File: src/tracking_defines.vh
// Constants for the resolver tracking loop: register map, fields, resets, timing
`ifndef TRACKING_DEFINES_VH
`define TRACKING_DEFINES_VH

// Register byte addresses
`define ADR_FRONTEND     8'h00
`define ADR_LOOP         8'h04
`define ADR_STATUS       8'h08
`define ADR_ANGLE        8'h0C
`define ADR_VELOCITY     8'h10

// Front-end config fields and reset
`define SIN_GAIN_LSB     0
`define COS_GAIN_LSB     4
`define GAIN_MAX         4'hB
`define FRONTEND_RST     8'h44

// Loop config fields and reset
`define ACCEL_LSB        0
`define BOOST_LSB        3
`define INTEG_LSB        6
`define LOOP_RST         9'h113

// Status bit positions
`define ST_UNSTABLE      0
`define ST_BOOST         1
`define ST_EXC_FAULT     2
`define ST_RES12         3
`define ST_STABLE        4

// Loop arithmetic
`define ACC_W            24
`define KI_BASE          4'hA
`define IIR_SHIFT        12
`define STABLE_CNT       4'h8
`define ACCEL_RUN        5'h10

// Timing
`define CLK_MHZ          250
`define LOOP_DIV         5'h10
`define EXC_TIMEOUT_US   200
`define EXC_TIMEOUT_CYC  (`EXC_TIMEOUT_US * `CLK_MHZ)

`endif

File: src/sincos_table.v
// Quarter-wave sine and cosine table with registered 10-bit DAC codes
`timescale 1ns/1ps
module sincos_table (
  // Clock and reset
  input  wire       clk,
  input  wire       rst_b,
  // Angle index, 128 steps per turn
  input  wire [6:0] angle_idx,
  // DAC codes, offset binary
  output reg  [9:0] sine_code,
  output reg  [9:0] cosine_code
);

  // Quarter-wave amplitude, 0..32 maps 0..90 degrees
  function [8:0] quarter;
    input [5:0] i;
    begin
      case (i)
        6'h00: quarter = 9'h000;  6'h01: quarter = 9'h019;
        6'h02: quarter = 9'h032;  6'h03: quarter = 9'h04B;
        6'h04: quarter = 9'h064;  6'h05: quarter = 9'h07C;
        6'h06: quarter = 9'h094;  6'h07: quarter = 9'h0AC;
        6'h08: quarter = 9'h0C4;  6'h09: quarter = 9'h0DA;
        6'h0A: quarter = 9'h0F1;  6'h0B: quarter = 9'h107;
        6'h0C: quarter = 9'h11C;  6'h0D: quarter = 9'h130;
        6'h0E: quarter = 9'h144;  6'h0F: quarter = 9'h157;
        6'h10: quarter = 9'h169;  6'h11: quarter = 9'h17B;
        6'h12: quarter = 9'h18B;  6'h13: quarter = 9'h19A;
        6'h14: quarter = 9'h1A9;  6'h15: quarter = 9'h1B6;
        6'h16: quarter = 9'h1C3;  6'h17: quarter = 9'h1CE;
        6'h18: quarter = 9'h1D8;  6'h19: quarter = 9'h1E1;
        6'h1A: quarter = 9'h1E9;  6'h1B: quarter = 9'h1F0;
        6'h1C: quarter = 9'h1F5;  6'h1D: quarter = 9'h1F9;
        6'h1E: quarter = 9'h1FD;  6'h1F: quarter = 9'h1FE;
        default: quarter = 9'h1FF;
      endcase
    end
  endfunction

  // Full-wave value folded from the quarter table
  function [9:0] wave;
    input [6:0] a;
    reg   [8:0] v;
    begin
      v    = quarter(a[5] ? (6'h20 - {1'b0, a[4:0]}) : {1'b0, a[4:0]});
      wave = a[6] ? (10'h200 - {1'b0, v}) : (10'h200 + {1'b0, v});
    end
  endfunction

  // Cosine is the sine a quarter turn ahead
  wire [6:0] cos_idx = angle_idx + 7'h20;

  // Registered read, codes rest mid-scale in reset
  always @(posedge clk or negedge rst_b) begin
    if (!rst_b) begin
      sine_code   <= 10'h200;
      cosine_code <= 10'h200;
    end else begin
      sine_code   <= wave(angle_idx);
      cosine_code <= wave(cos_idx);
    end
  end

endmodule // sincos_table

File: src/resolver_tracking_loop.v
// Digital tracking loop with boost control, exciter monitor and Wishbone registers
//
// The Wishbone interface to the registers and the register offsets were left to the implementer.
`timescale 1ns/1ps
`include "tracking_defines.vh"
module resolver_tracking_loop #(
  parameter EXC_TIMEOUT = `EXC_TIMEOUT_CYC  // Exciter edge watchdog, cycles
) (
  // Clock and reset
  input  wire        clk,
  input  wire        rst_b,
  // Wishbone classic slave
  input  wire        wb_cyc_i,
  input  wire        wb_stb_i,
  input  wire        wb_we_i,
  input  wire [7:0]  wb_adr_i,
  input  wire [3:0]  wb_sel_i,
  input  wire [31:0] wb_dat_i,
  output reg  [31:0] wb_dat_o,
  output reg         wb_ack_o,
  // Comparator and exciter feedback levels
  input  wire        error_pulse,
  input  wire        deviation_out_of_limits,
  input  wire        exciter_feedback_pos,
  input  wire        exciter_feedback_neg,
  // Mode pins
  input  wire        accel_select_pin,
  input  wire        resolution_select_pin,
  // Front-end gain settings
  output reg  [3:0]  sine_channel_gain,
  output reg  [3:0]  cosine_channel_gain,
  // Feedback DAC codes
  output wire [9:0]  sine_dac,
  output wire [9:0]  cosine_dac,
  // Results and diagnostics
  output reg  [11:0] parallel_out,
  output reg  [11:0] velocity_out,
  output reg         loop_unstable_flag,
  output reg         boost_active,
  output reg         exciter_ref_pulse,
  output reg         exciter_fault
);

  // Boost controller states
  localparam [1:0] ST_NORMAL  = 2'b00;  // Accel factor only
  localparam [1:0] ST_BOOST   = 2'b01;  // Accel factor plus boost
  localparam [1:0] ST_SETTLED = 2'b10;  // Boost parked until next event

  // Configuration registers
  reg  [7:0]  frontend_config_reg;
  reg  [8:0]  loop_config_reg;
  // Loop state
  reg  [`ACC_W-1:0] angle_reg;          // Angle accumulator
  reg  [`ACC_W-1:0] integ_reg;          // Integral path, two's complement
  reg  signed [35:0] filt_reg;          // Velocity filter state
  reg  [11:0] held_angle_reg;           // Angle presented at the outputs
  reg  [1:0]  state_reg;
  reg  [1:0]  state_next;
  reg  [4:0]  div_reg;                  // Loop rate divider
  reg         tick_reg;                 // Loop update enable
  reg         last_sign_reg;            // Error sign at previous tick
  reg  [3:0]  toggle_cnt_reg;           // Run of alternating signs
  reg  [4:0]  same_cnt_reg;             // Run of equal signs
  // Exciter monitor
  reg         exc_pos_d_reg;
  reg         exc_phase_reg;
  reg  [31:0] exc_wd_reg;

  // Configuration fields
  wire [2:0] accel_factor         = loop_config_reg[`ACCEL_LSB +: 3];
  wire [2:0] boost_multiplier     = loop_config_reg[`BOOST_LSB +: 3];
  wire [2:0] integration_constant = loop_config_reg[`INTEG_LSB +: 3];
  wire [3:0] sin_field            = frontend_config_reg[`SIN_GAIN_LSB +: 4];
  wire [3:0] cos_field            = frontend_config_reg[`COS_GAIN_LSB +: 4];

  // Bus request decode
  wire bus_req  = wb_cyc_i & wb_stb_i;
  wire bus_wr   = bus_req & wb_we_i & wb_ack_o;
  wire [7:0] word_adr = {wb_adr_i[7:2], 2'b00};

  // Stability judgement on the error pulse
  wire loop_stable = (toggle_cnt_reg >= `STABLE_CNT);
  wire accel_event = (same_cnt_reg >= `ACCEL_RUN);

  // Error sign demodulated against the exciter phase reference
  wire err_sign = error_pulse ^ exc_phase_reg;

  // Proportional gain: boost shift only while boosting
  wire [3:0] kp_shift = {1'b0, accel_factor} +
                        ((state_reg == ST_BOOST) ? {1'b0, boost_multiplier} : 4'h0);
  wire [`ACC_W-1:0] prop_mag  = {{(`ACC_W-1){1'b0}}, 1'b1} << kp_shift;
  wire [`ACC_W-1:0] prop_term = err_sign ? (~prop_mag + 1'b1) : prop_mag;

  // Integral step shrinks as the integration constant grows
  wire [3:0] ki_shift = `KI_BASE - {1'b0, integration_constant};
  wire [`ACC_W-1:0] integ_mag = {{(`ACC_W-1){1'b0}}, 1'b1} << ki_shift;
  wire [`ACC_W:0] integ_sum = err_sign ?
         ({integ_reg[`ACC_W-1], integ_reg} - {1'b0, integ_mag}) :
         ({integ_reg[`ACC_W-1], integ_reg} + {1'b0, integ_mag});
  // Saturate rather than wrap, so velocity cannot flip sign at high speed
  wire integ_ovf = integ_sum[`ACC_W] ^ integ_sum[`ACC_W-1];
  wire [`ACC_W-1:0] integ_next = integ_ovf ?
         (integ_sum[`ACC_W] ? {1'b1, {(`ACC_W-1){1'b0}}} : {1'b0, {(`ACC_W-1){1'b1}}}) :
         integ_sum[`ACC_W-1:0];

  // Angle accumulates velocity plus proportional kick, wrapping per turn
  wire [`ACC_W-1:0] angle_next = angle_reg + integ_reg + prop_term;

  // First-order IIR on velocity, alpha of one part in 4096 per clock
  wire signed [35:0] iir_in   = $signed({integ_reg, 12'h000});
  wire signed [35:0] iir_diff = iir_in - filt_reg;
  wire signed [35:0] iir_next = filt_reg + (iir_diff >>> `IIR_SHIFT);
  wire [11:0] vel12 = filt_reg[35:24];

  // Exciter watchdog limit held at counter width
  wire [31:0] exc_limit = EXC_TIMEOUT;

  // Loop rate divider: one-cycle enable every LOOP_DIV clocks
  always @(posedge clk or negedge rst_b) begin
    if (!rst_b) begin
      div_reg  <= 5'h00;
      tick_reg <= 1'b0;
    end else if (div_reg == `LOOP_DIV - 5'h01) begin
      div_reg  <= 5'h00;
      tick_reg <= 1'b1;
    end else begin
      div_reg  <= div_reg + 5'h01;
      tick_reg <= 1'b0;
    end
  end

  // Exciter monitor: phase reference, edge pulse and watchdog
  always @(posedge clk or negedge rst_b) begin
    if (!rst_b) begin
      exc_pos_d_reg     <= 1'b0;
      exc_phase_reg     <= 1'b0;
      exc_wd_reg        <= 32'h0000_0000;
      exciter_ref_pulse <= 1'b0;
      exciter_fault     <= 1'b0;
    end else begin
      exc_pos_d_reg     <= exciter_feedback_pos;
      // Phase is positive half-wave of the differential feedback
      exc_phase_reg     <= exciter_feedback_pos & ~exciter_feedback_neg;
      // Reference pulse on each rising edge of the positive leg
      exciter_ref_pulse <= exciter_feedback_pos & ~exc_pos_d_reg;
      if (exciter_feedback_pos & ~exc_pos_d_reg) begin
        exc_wd_reg <= 32'h0000_0000;
      end else if (exc_wd_reg != exc_limit) begin
        exc_wd_reg <= exc_wd_reg + 32'h0000_0001;
      end
      // Fault on missing edges or both legs high together
      exciter_fault <= (exc_wd_reg == exc_limit) |
                       (exciter_feedback_pos & exciter_feedback_neg);
    end
  end

  // Boost controller next state
  always @* begin
    state_next = state_reg;
    case (state_reg)
      ST_NORMAL: begin
        if (accel_select_pin) begin
          state_next = ST_BOOST;
        end
      end
      ST_BOOST: begin
        if (!accel_select_pin) begin
          state_next = ST_NORMAL;
        end else if (loop_stable & ~loop_unstable_flag) begin
          state_next = ST_SETTLED;
        end
      end
      ST_SETTLED: begin
        if (!accel_select_pin) begin
          state_next = ST_NORMAL;
        end else if (accel_event | loop_unstable_flag) begin
          state_next = ST_BOOST;
        end
      end
      default: begin
        state_next = ST_NORMAL;
      end
    endcase
  end

  // Tracking loop core, advanced on the loop tick
  always @(posedge clk or negedge rst_b) begin
    if (!rst_b) begin
      angle_reg      <= {`ACC_W{1'b0}};
      integ_reg      <= {`ACC_W{1'b0}};
      state_reg      <= ST_NORMAL;
      last_sign_reg  <= 1'b0;
      toggle_cnt_reg <= 4'h0;
      same_cnt_reg   <= 5'h00;
      held_angle_reg <= 12'h000;
    end else if (tick_reg) begin
      angle_reg     <= angle_next;
      integ_reg     <= integ_next;
      state_reg     <= state_next;
      last_sign_reg <= err_sign;
      // Alternating signs mean the loop dithers around the true angle
      if (err_sign != last_sign_reg) begin
        same_cnt_reg <= 5'h00;
        if (toggle_cnt_reg != `STABLE_CNT) begin
          toggle_cnt_reg <= toggle_cnt_reg + 4'h1;
        end
      end else begin
        toggle_cnt_reg <= 4'h0;
        if (same_cnt_reg != `ACCEL_RUN) begin
          same_cnt_reg <= same_cnt_reg + 5'h01;
        end
      end
      // Output angle is frozen while boosting, then jumps to the new value
      if (state_reg != ST_BOOST) begin
        held_angle_reg <= angle_reg[`ACC_W-1 -: 12];
      end
    end
  end

  // Velocity filter runs at the full clock rate
  always @(posedge clk or negedge rst_b) begin
    if (!rst_b) begin
      filt_reg <= 36'sh0_0000_0000;
    end else begin
      filt_reg <= iir_next;
    end
  end

  // Result formatting per the resolution pin, plus diagnostics
  always @(posedge clk or negedge rst_b) begin
    if (!rst_b) begin
      parallel_out       <= 12'h000;
      velocity_out       <= 12'h000;
      loop_unstable_flag <= 1'b0;
      boost_active       <= 1'b0;
      sine_channel_gain  <= 4'h4;
      cosine_channel_gain <= 4'h4;
    end else begin
      if (resolution_select_pin) begin
        parallel_out <= held_angle_reg;
        velocity_out <= vel12;
      end else begin
        parallel_out <= {2'b00, held_angle_reg[11:2]};
        velocity_out <= {{2{vel12[11]}}, vel12[11:2]};
      end
      // Window comparator level taken as the instability indication
      loop_unstable_flag <= deviation_out_of_limits;
      boost_active       <= (state_reg == ST_BOOST);
      // Gain codes 0..11 map 0.75 to 3.5 in steps of 0.25
      sine_channel_gain   <= (sin_field > `GAIN_MAX) ? `GAIN_MAX : sin_field;
      cosine_channel_gain <= (cos_field > `GAIN_MAX) ? `GAIN_MAX : cos_field;
    end
  end

  // Wishbone slave: ack one cycle after the request, write on the ack edge
  always @(posedge clk or negedge rst_b) begin
    if (!rst_b) begin
      wb_ack_o            <= 1'b0;
      wb_dat_o            <= 32'h0000_0000;
      frontend_config_reg <= `FRONTEND_RST;
      loop_config_reg     <= `LOOP_RST;
    end else begin
      wb_ack_o <= bus_req & ~wb_ack_o;
      // Read data latched as ack rises, held while ack stands
      if (bus_req & ~wb_ack_o) begin
        if (word_adr == `ADR_FRONTEND) begin
          wb_dat_o <= {24'h000000, frontend_config_reg};
        end else if (word_adr == `ADR_LOOP) begin
          wb_dat_o <= {23'h000000, loop_config_reg};
        end else if (word_adr == `ADR_STATUS) begin
          wb_dat_o <= {27'h0000000, loop_stable, resolution_select_pin,
                       exciter_fault, boost_active, loop_unstable_flag};
        end else if (word_adr == `ADR_ANGLE) begin
          wb_dat_o <= {20'h00000, parallel_out};
        end else if (word_adr == `ADR_VELOCITY) begin
          wb_dat_o <= {20'h00000, velocity_out};
        end else begin
          wb_dat_o <= 32'h0000_0000;  // Unmapped reads as zero
        end
      end
      // Writes honour byte lanes; read-only words ignore writes
      if (bus_wr) begin
        if (word_adr == `ADR_FRONTEND) begin
          if (wb_sel_i[0]) begin
            frontend_config_reg <= wb_dat_i[7:0];
          end
        end else if (word_adr == `ADR_LOOP) begin
          if (wb_sel_i[0]) begin
            loop_config_reg[7:0] <= wb_dat_i[7:0];
          end
          if (wb_sel_i[1]) begin
            loop_config_reg[8] <= wb_dat_i[8];
          end
        end
      end
    end
  end

  // Feedback tables: the analog multiplier forms the product difference from these codes
  sincos_table u_table (
    .clk         (clk),
    .rst_b       (rst_b),
    .angle_idx   (angle_reg[`ACC_W-1 -: 7]),
    .sine_code   (sine_dac),
    .cosine_code (cosine_dac)
  );

endmodule // resolver_tracking_loop

File: config.mk
export PLATFORM = sky130hd
export DESIGN_NAME = resolver_tracking_loop
export DESIGN_NICKNAME = d
export VERILOG_FILES = /design/src/sincos_table.v /design/src/resolver_tracking_loop.v
export VERILOG_INCLUDE_DIRS = /design/src /design/src/src
export SDC_FILE = /design/constraint.sdc
export NUM_CORES = 1
export LEC_CHECK = 0
export BUFFER_PORTS_ARGS = -buffer_cell sky130_fd_sc_hd__buf_2
export CAP_MARGIN = 10
export CORE_MARGIN = 3
export CORE_UTILIZATION = 40
export CTS_CLUSTER_DIAMETER = 200
export DETAILED_ROUTE_END_ITERATION = 7
export PLACE_DENSITY = 0.54
export SYNTH_ARGS = -nofsm -noshare
export SYNTH_HDL_FRONTEND = slang
export SYNTH_SLANG_ARGS = --single-unit
export TNS_END_PERCENT = 50
File: constraint.sdc
create_clock -name clk -period 7.2 [get_ports clk]
set_clock_uncertainty 0.2 [all_clocks]
set_input_delay 0.36 -clock clk [delete_from_list [all_inputs] [get_ports clk]]
set_output_delay 0.36 -clock clk [all_outputs]
set_load 0.02 [all_outputs]
# [Word level (Yosys, flattened, before mapping)]
# Memory sizes are Yosys's and may differ from the RTL's.
# Index checks and enable logic that the tools add are counted.
[totals] rom_bits=576 word_cells=136 ff_bits=254 inputBits=55 memories=2 out_inout_bits=89
[op_classes] n_shift=2 n_reduce_logical=11 order_cmp=4 n_addsub=20 n_bitwise=18 mux=34 n_eq_ne=17
[memory_table] memory="(name not given)" depth=32 width=9 rd=1 rd_clocked_by_memory_dff=0 wr=0 line="sincos_table.v:18" source="case (i)"
[memory_table] memory="(name not given)" depth=32 width=9 rd=1 rd_clocked_by_memory_dff=0 wr=0 line="sincos_table.v:18"
[ops] op="$mux W12" count=6
[ops] op="$mux W24" count=3
[ops] op="$mux W32" count=2
[ops] op="$add A24 B24 Y24" count=2
[ops] op="$shl A1 B4 Y24 const A" count=2
[ops] op="$add A36 B24 Y36" count=1
[ops] op="$sub A36 B36 Y36" count=1
[ops] op="$add A32 B1 Y32 const B" count=1
[ops] op="$eq A32 B16 Y1 const B" count=1
[ops] op="$ne A32 B16 Y1 const B" count=1
[ops] op="$add A25 B24 Y25" count=1
[ops] op="$mux W25" count=1
[ops] op="$sub A25 B24 Y25" count=1
[ops] op="$add A24 B1 Y24 const B" count=1
[ops] op="$not A24 Y24" count=1
[ops] op="$add A10 B9 Y10 const A" count=2
[ops] op="$mux W10" count=2
[ops] op="$sub A10 B9 Y10 const A" count=2
[ops] op="$mux W9" count=2
[ops] op="$mux W4" count=4
[ops] op="$mux W5" count=3
[ops] op="$eq A6 B2 Y1 const B" count=2
[ops] op="$mux W6" count=2
[ops] op="$reduce_and A4 Y1" count=3
[ops] op="other kinds (35)" count=59

# [Logic depth before layout (Yosys ltp)]
# Gate-level depths: netlist (run 1).
[depth] ltp_word=8 ltp_mapped=26 mapped_depth_nobuf=25

# [By module]
# Synthesis (run 1) repeated with hierarchy kept, for this count alone.
[unflattened] cells_unflattened=1967 area_unflattened_um2=17651.9
[by_module_without_submodules] module="resolver_tracking_loop" seq_area_each_um2=5365.1 n_inst=1 area_per_inst_um2=14871.8 cells_per_inst=1621
[by_module_without_submodules] module="sincos_table" seq_area_each_um2=503.0 n_inst=1 area_per_inst_um2=2780.2 cells_per_inst=346

# [Least setup slack after synthesis (run 1)]
# No wires, ideal clock.
[synth_timing] path_type="flip-flop to flip-flop" from="reg state_reg[0]" to="reg angle_reg[22]" slack_ns=1.355 path_stages_with_launch=24 setup_ns=0.137 arrival_time_ns=5.508 n_path_buf=1 path_cell_list="dfrtp_1 -> nor2b_1 -> and2_1 -> ha_1 -> inv_1 -> fa_1 -> xnor2_1 -> nor2_1 -> nand3_1 -> ha_1 -> clkbuf_1 -> o32ai_1 -> a21oi_1 -> o21ai_0 -> fa_1 -> ha_1 -> or2_2 -> a2111oi_1 -> nor2_1 -> a41oi_1 -> a2111oi_0 -> o31ai_1 -> xor2_1 -> mux2i_1"
[synth_via] elab_chain_len=8
[synth_rtl] element="start: declaration" line="resolver_tracking_loop.v:57" source="reg [1:0] state_reg;"
[synth_rtl] element="start signal: assignment" line="resolver_tracking_loop.v:199" source="state_reg <= state_next;"
[synth_rtl] element="$eq A2 B1 Y1 *" line="resolver_tracking_loop.v:90" source="((state_reg == ST_BOOST) ? {1'b0, boost_multiplier} : 4'h0);"
[synth_rtl] element="$mux W3 *" line="resolver_tracking_loop.v:90"
[synth_rtl] element="$add A3 B3 Y4 *" line="resolver_tracking_loop.v:89" source="wire [3:0] kp_shift = {1'b0, accel_factor} +"
[synth_rtl] element="$shl A1 B4 Y24 *" line="resolver_tracking_loop.v:91" source="wire [`ACC_W-1:0] prop_mag = {{(`ACC_W-1){1'b0}}, 1'b1} << kp_shift;"
[synth_rtl] element="$not A24 Y24" line="resolver_tracking_loop.v:92" source="wire [`ACC_W-1:0] prop_term = err_sign ? (~prop_mag + 1'b1) : prop_mag;"
[synth_rtl] element="$add A24 B1 Y24" line="resolver_tracking_loop.v:92"
[synth_rtl] element="$mux W24 *" line="resolver_tracking_loop.v:92"
[synth_rtl] element="$add A24 B24 Y24 *" line="resolver_tracking_loop.v:107" source="wire [`ACC_W-1:0] angle_next = angle_reg + integ_reg + prop_term;"
[synth_rtl] element="end signal: assignment" line="resolver_tracking_loop.v:189" source="angle_reg <= {`ACC_W{1'b0}};"
[synth_rtl] element="end signal: assignment" line="resolver_tracking_loop.v:197" source="angle_reg <= angle_next;"
[synth_rtl] element="end: declaration" line="resolver_tracking_loop.v:53" source="reg [`ACC_W-1:0] angle_reg;"
# Every way passes the cells marked *; elsewhere a longest branch is shown, timed or not.
# A chain may end at the register's enable or synchronous reset.

# [Final worst setup path (run 1)]
# Same ends and word-level chain as after synthesis.

==> results.txt, run 1 <==
Outcome - finished, final reports clean
Final nets - 2168
Wire length per cell - 17.0 um
Vias in the first global route - 13100
IO buf count - 96
Most frequent cells in the layout - dfrtp_1, nand2_1, nor2_1, ha_1, o21ai_0
Clock root cell - clkbuf_16
Post-synthesis sequential area ratio - 34.5%
FILL cells - 4030
Mux share of post-synthesis cell area - 4.40%
Std-Cell Core Area - 41500 um2
Synth Register Bits - 234
Reg2reg end - angle_reg[22]$_DFFE_PN0P_
Asr flop ratio synth - 100%
Multi-input gate area - 10400 um2
Final setup fails - 0
Syn Inst Count - 1860
Synth warn - 0
Tightest Hold Check Type - input pin to flip-flop
Setup bufs post-CTS - 0
Largest net degree at the start of global routing - 173
Critical path cell sequence - nor2b_1 -> nand2_1 -> inv_1 -> ha_1 -> a21o_1 -> a21o_1 -> nor2_2 -> nand3_1 -> ha_1 -> nor2_1 -> xor2_1 -> fa_1 -> ha_1 -> a21o_1 -> a21o_1 -> a2111oi_1 -> nor2_1 -> a41oi_1 -> a2111oi_0 -> o31ai_1 -> xor2_1 -> mux2i_1
R2r setup slk - 0.58 ns
Slew @ Worst Pin - 1.13 ns
Clk sinks - 234
Worst path arrival time - 6.83 ns
Initial drt markers - 924
Final hold slack - 0.0916 ns
Final period utilization - 91.9%
Final non-filler cell total - 2502
Die X - 212 um
TritonCTS clock tree - built
Syn avg cell area - 9.15 um2
Remaining Overflow, GRT - 0
Slowest CP cell - a2111oi_1
Slowest stage delay, CP - 0.55 ns
CP Launch Type - flip-flop
Unrepaired setup endpoints after global routing - no
Routed WL - 42600 um
Vias per cell - 5.43
Final Instance Area - 19100 um2
Layout area overhead - 12.0%
Hold endpoint - wb_dat_o[7]$_DFFE_PN0P_
Adder-Cell Fraction of Synth Area - 13.3%
Worst hold start - wb_adr_i[4]
Compound-gate portion of the synthesized area - 19.0%
Worst path bufs/invs - 1
Synth cell types - 95
Hold Violations, Final - 0
H-tree Lvls - 1
Fraction of layout cells with a size suffix above 1 - 13.5%
Die height - 212 um
Number of nets with antenna violations after routing - 0
N_diodes - 0
Die Area - 45100 um2
Reg area - 5870 um2
Critical path depth - 22
HPWL Detailed - 31500 um
Post-synth top flop - dfrtp_1
Cell area after placement - 17900 um2
Post-Synth Simple-Gate Area - 15.9%
Post-synthesis xor/xnor area fraction - 7.59%
Path depth of the worst reg2reg path - 22
Starting Density - 41.0%
Via Count - 13600
Number of flip-flops in the largest register - 36
Post-synth EDFFs - 0
Largest family of logic cells by synthesized area - compound AO/OA/AOI/OAI gates
Top cell by count, worst path - a21o_1
Final Max Tran Viols - 0
Setup crit end kind - flip-flop
Critical Path RT - 7.42 ns
Pre-Repair DR Iteration Count - 5
Worst Hold Depth - 4
# DRC - 0
Setup TNS - 0 ns
Most common cell after layout, fill and taps aside - dfrtp_1
Max Cap Violations - 0
Top achievable clock speed - 151 MHz
Clock transition at path regs - 0.06 ns
Inst Count DP - 2435
Total Routing Usage GR - 19.0%
Rel. slew slack - 24.4%
Crit path kind - flip-flop to flip-flop
Crit Path Max Fanout - 13
Worst-case clock buffer depth - 3
Mapped Area - 17000 um2
First-pass GRT wire length - 70200 um
Initial antenna violation count - 1
RR Startpoint - state_reg[0]$_DFFE_PN0P_
Worst-Skew Late Latency - 0.55 ns
Final min period - 6.62 ns
Row cnt - 74
TritonCTS buffer count - 28
IO Pins - 144
Crit-path leading delay family - compound AO/OA/AOI/OAI gates
GP Congestion - 0.867
==> stage by stage <==
stage / setup slack [ns] / utilization, %
6_report: 0.583 / 46.0
5_1_grt: 0.0405 / 46.0
4_1_cts: 0.400 / 45.9
3_5_place_dp: 0.435 / 43.2
3_3_place_gp: 0.525 / 43.2
2_1_floorplan: 1.35 / -
==> final cells by class <==
type,instances,share of cell area (%)
repair buffers,123,3.90
well taps,532,3.49
clock inverters,12,0.893
flip-flops and latches,234,30.8
inverters,114,2.24
clock buffers,40,4.34
multi-input cells,1447,54.3
==> worst max path at each step <==
stage                             start                         to  slack [ns]
2_1_floorplan  state_reg[0]$_DFFE_PN0P_  angle_reg[22]$_DFFE_PN0P_        1.35
3_3_place_gp   state_reg[0]$_DFFE_PN0P_  angle_reg[22]$_DFFE_PN0P_        0.53
3_5_place_dp   state_reg[0]$_DFFE_PN0P_  angle_reg[22]$_DFFE_PN0P_        0.43
4_1_cts        state_reg[0]$_DFFE_PN0P_  angle_reg[22]$_DFFE_PN0P_        0.40
5_1_grt        state_reg[0]$_DFFE_PN0P_  angle_reg[22]$_DFFE_PN0P_        0.04
6_report       state_reg[0]$_DFFE_PN0P_  angle_reg[22]$_DFFE_PN0P_        0.58
==> cells in the mapped netlist (14+ instances only) <==
cell / count / area share, %
a211oi_1: 20 / 0.88
a21o_1: 41 / 1.8
a21oi_1: 112 / 3.3
a221oi_1: 16 / 0.82
a31oi_1: 15 / 0.55
and3_1: 16 / 0.59
buf_4: 21 / 0.93
clkbuf_1: 47 / 1.0
dfrtp_1: 224 / 33
fa_1: 27 / 3.2
ha_1: 138 / 10
inv_1: 109 / 2.4
mux2_2: 54 / 3.6
mux2i_1: 14 / 0.82
nand2_1: 155 / 3.4
nand2b_1: 24 / 0.88
nand3_1: 58 / 1.7
nand4_1: 15 / 0.55
nor2_1: 139 / 3.1
nor2b_1: 27 / 0.99
nor3_1: 37 / 1.1
nor4_1: 14 / 0.51
o211ai_1: 29 / 1.3
o21ai_0: 126 / 3.7
o31ai_1: 18 / 0.79
or3_1: 18 / 0.66
xnor2_1: 90 / 4.6
xor2_1: 47 / 2.4
==> cell families after synthesis <==
| group | count (synthesis) |
|---|---|
| adders and majority gates | 165 |
| AOI/OAI and AO/OA | 492 |
| buffers and inverters | 200 |
| and+or+nand+nor | 557 |
| DFF | 234 |
| xor gates and xnor gates | 142 |
| other | 2 |
| muxes | 68 |
==> metal layers <==
metal	GRT usage (%)	wire length (um)
met5	0	0
met1	28.4	21400
met4	3.58	637
met2	30.1	18800
met3	2.02	1820
==> tightest hold or removal path, cell delays in order <==
cell	delay (ns)
buf_2	0.08
nor4_1	0.08
a22oi_1	0.17
o31ai_1	0.09
==> what timing repair did <==
action | 4_1_cts | 5_1_grt
endpoints found under the hold margin | 85 | 0
gates resized for setup | 0 | 1
hold buffers | 15 | 0
setup endpoints to repair | 0 | 2
Power of run 1 is left out: the tool's default activity adds up to more than one toggle a clock period on the data nets, which glitch-free logic cannot reach.
==> inputs of run 2 (changes only) <==
Clock period 7.2 ns to 7.1 ns, I/O delays scaled along.
==> run 2 against run 1 <==
Against the previous run: global-route usage is 0.13 points lower; die area unchanged; first-iteration DRC count grew 9.1%; critical path depth unchanged; sequential share of layout area is 0.067 points higher; fmax grew 3.1%; routed wire length decreased by 0.51%; non-clock buffer count up 3; worst hold slack got worse by 0.035 ns; utilization is 0.10 points lower; clock-buffer cell count unchanged.
==> results.txt, run 2 (same netlist as run 1, synthesis figures left out) <==
Std-Cell Core Area - 41500 um2
FILL cells - 3960
Max Cap Violations - 0
Setup crit start - state_reg[0]$_DFFE_PN0P_
Vias in the first global route - 13100
Routed WL - 42400 um
Rel. slew slack - 16.3%
HPWL Detailed - 31700 um
Vias per cell - 5.43
Wire length per cell - 16.9 um
Pre-CTS setup slack - 0.468 ns
Die height - 212 um
Clock root cell - clkbuf_16
Setup ws final - 0.681 ns
Top achievable clock speed - 156 MHz
Starting Density - 41.0%
Critical Path RT - 7.29 ns
Most frequent cells in the layout - dfrtp_1, nand2_1, nor2_1, ha_1, o21ai_0
Unrepaired setup endpoints after global routing - no
Final period utilization - 90.4%
Final Util - 45.9%
Crit path kind - flip-flop to flip-flop
Outcome - finished, final reports clean
Slew @ Worst Pin - 1.26 ns
Setup TNS - 0 ns
GP Congestion - 0.835
Slowest CP cell - a2111oi_1
Most common cell after layout, fill and taps aside - dfrtp_1
Clk sinks - 234
Final nets - 2172
H-tree Lvls - 1
Critical path cell sequence - nor2b_2 -> nand2_1 -> inv_1 -> ha_1 -> a21o_1 -> a21o_1 -> nor2_2 -> nand3_1 -> ha_1 -> nor2_1 -> xor2_1 -> fa_1 -> ha_1 -> a21o_1 -> a21o_1 -> a2111oi_1 -> nor2_1 -> a41oi_1 -> a2111oi_0 -> o31ai_1 -> xor2_1 -> mux2i_1
Top cell by count, worst path - a21o_1
Die Area - 45100 um2
Final setup fails - 0
RR Startpoint - state_reg[0]$_DFFE_PN0P_
Die X - 212 um
First-pass GRT wire length - 70100 um
Worst hold start - wb_adr_i[4]
Slowest stage delay, CP - 0.60 ns
Worst-case clock buffer depth - 3
Final Max Tran Viols - 0
TritonCTS buffer count - 29
Setup crit end kind - flip-flop
IO Pins - 144
Worst path arrival time - 6.61 ns
Via Count - 13600
Initial drt markers - 1008
# DRC - 0
Pre-Repair DR Iteration Count - 5
Largest net degree at the start of global routing - 113
Row cnt - 74
Remaining Overflow, GRT - 0
Final min period - 6.42 ns
Clock transition at path regs - 0.06 ns
R2r setup slk - 0.68 ns
Hold Violations, Final - 0
Fraction of layout cells with a size suffix above 1 - 13.6%
CP Launch Type - flip-flop
Number of nets with antenna violations after routing - 0
N_diodes - 0
Total Routing Usage GR - 18.9%
Number of flip-flops in the largest register - 36
Initial antenna violation count - 0
IO buf count - 96
Worst-Skew Late Latency - 0.57 ns
Crit Path Max Fanout - 12
Layout area overhead - 11.7%
TritonCTS clock tree - built
Tightest Hold Check Type - input pin to flip-flop
[run 2: cell count changes in the layout (fill, tap and decap cells not counted), sizes merged]
| cell | delta |
|---|---|
| bufinv | -2 |
| clkbuf | +1 |
| clkinvlp | +2 |
| buf | +2 |
| inv | +1 |
| clkinv | +1 |
[run 2: metal layers]
layer  part of all wire (%)  global-route usage, %  wire length, um  vias up
met5                      0                      0                0        -
li1                       -                      -                -     6812
met4                    1.5                   3.67              618        0
met2                     44                   30.0            18500      260
met1                     50                   28.0            21400     6505
met3                    4.3                   2.05             1840       44
[run 2: worst max-delay path: cells and delay by family, from the launching register on]
kind	cells	cell delay, ns
adder cells (fa/ha/maj)	4	1.24
AO/OA/AOI/OAI	8	2.48
multiplexers	1	0.09
AND/OR/NAND/NOR	6	1.37
flip-flops	1	0.41
buffers and inverters	1	0.08
XOR/XNOR	2	0.39
[run 2: cell type report]
type	instances	area (um2)	share of cell area (%)
multi-input cells	1447	10400	54.5
inverters	114	428	2.25
well taps	532	666	3.50
clock buffers	40	807	4.24
repair buffers	126	753	3.96
clock inverters	14	136	0.717
flip-flops and latches	234	5870	30.9
[run 2: what timing repair did]
| item | 4_1_cts | 5_1_grt |
|---|---|---|
| resized for setup | 0 | 2 |
| endpoints found under the setup margin | 0 | 3 |
| hold endpoints to repair | 129 | 0 |
| buffers inserted | 0 | 0 |
| hold buffers | 15 | 0 |
[run 2: path summary, 6_finish.rpt]
| check | to | cells past startpoint |
|---|---|---|
| worst max-delay path | angle_reg[22]$_DFFE_PN0P_ | 22 |
| worst min-delay path | wb_dat_o[7]$_DFFE_PN0P_ | 4 |
| worst max register to register | angle_reg[22]$_DFFE_PN0P_ | 22 |
| worst min register to register | velocity_out[11]$_DFF_PN0_ | 0 |
| max in group asynchronous | integ_reg[4]$_DFFE_PN0P_ | 3 |
| min in group asynchronous | u_table.sine_code[0]$_DFF_PN0_ | 2 |
[run 2: per-stage QoR]
stage | hold slack [ns] | cells | instance area, um2
floorplan | -0.141 | 1881 | 17100
finish | 0.0571 | 2507 | 19000
CTS | 0.00608 | 2506 | 19000
global route | 0.0687 | 2507 | 19000
global placement | 0.238 | 2437 | 17900
detailed placement | 0.249 | 2437 | 17900
Power of run 2 is left out for the same reason.
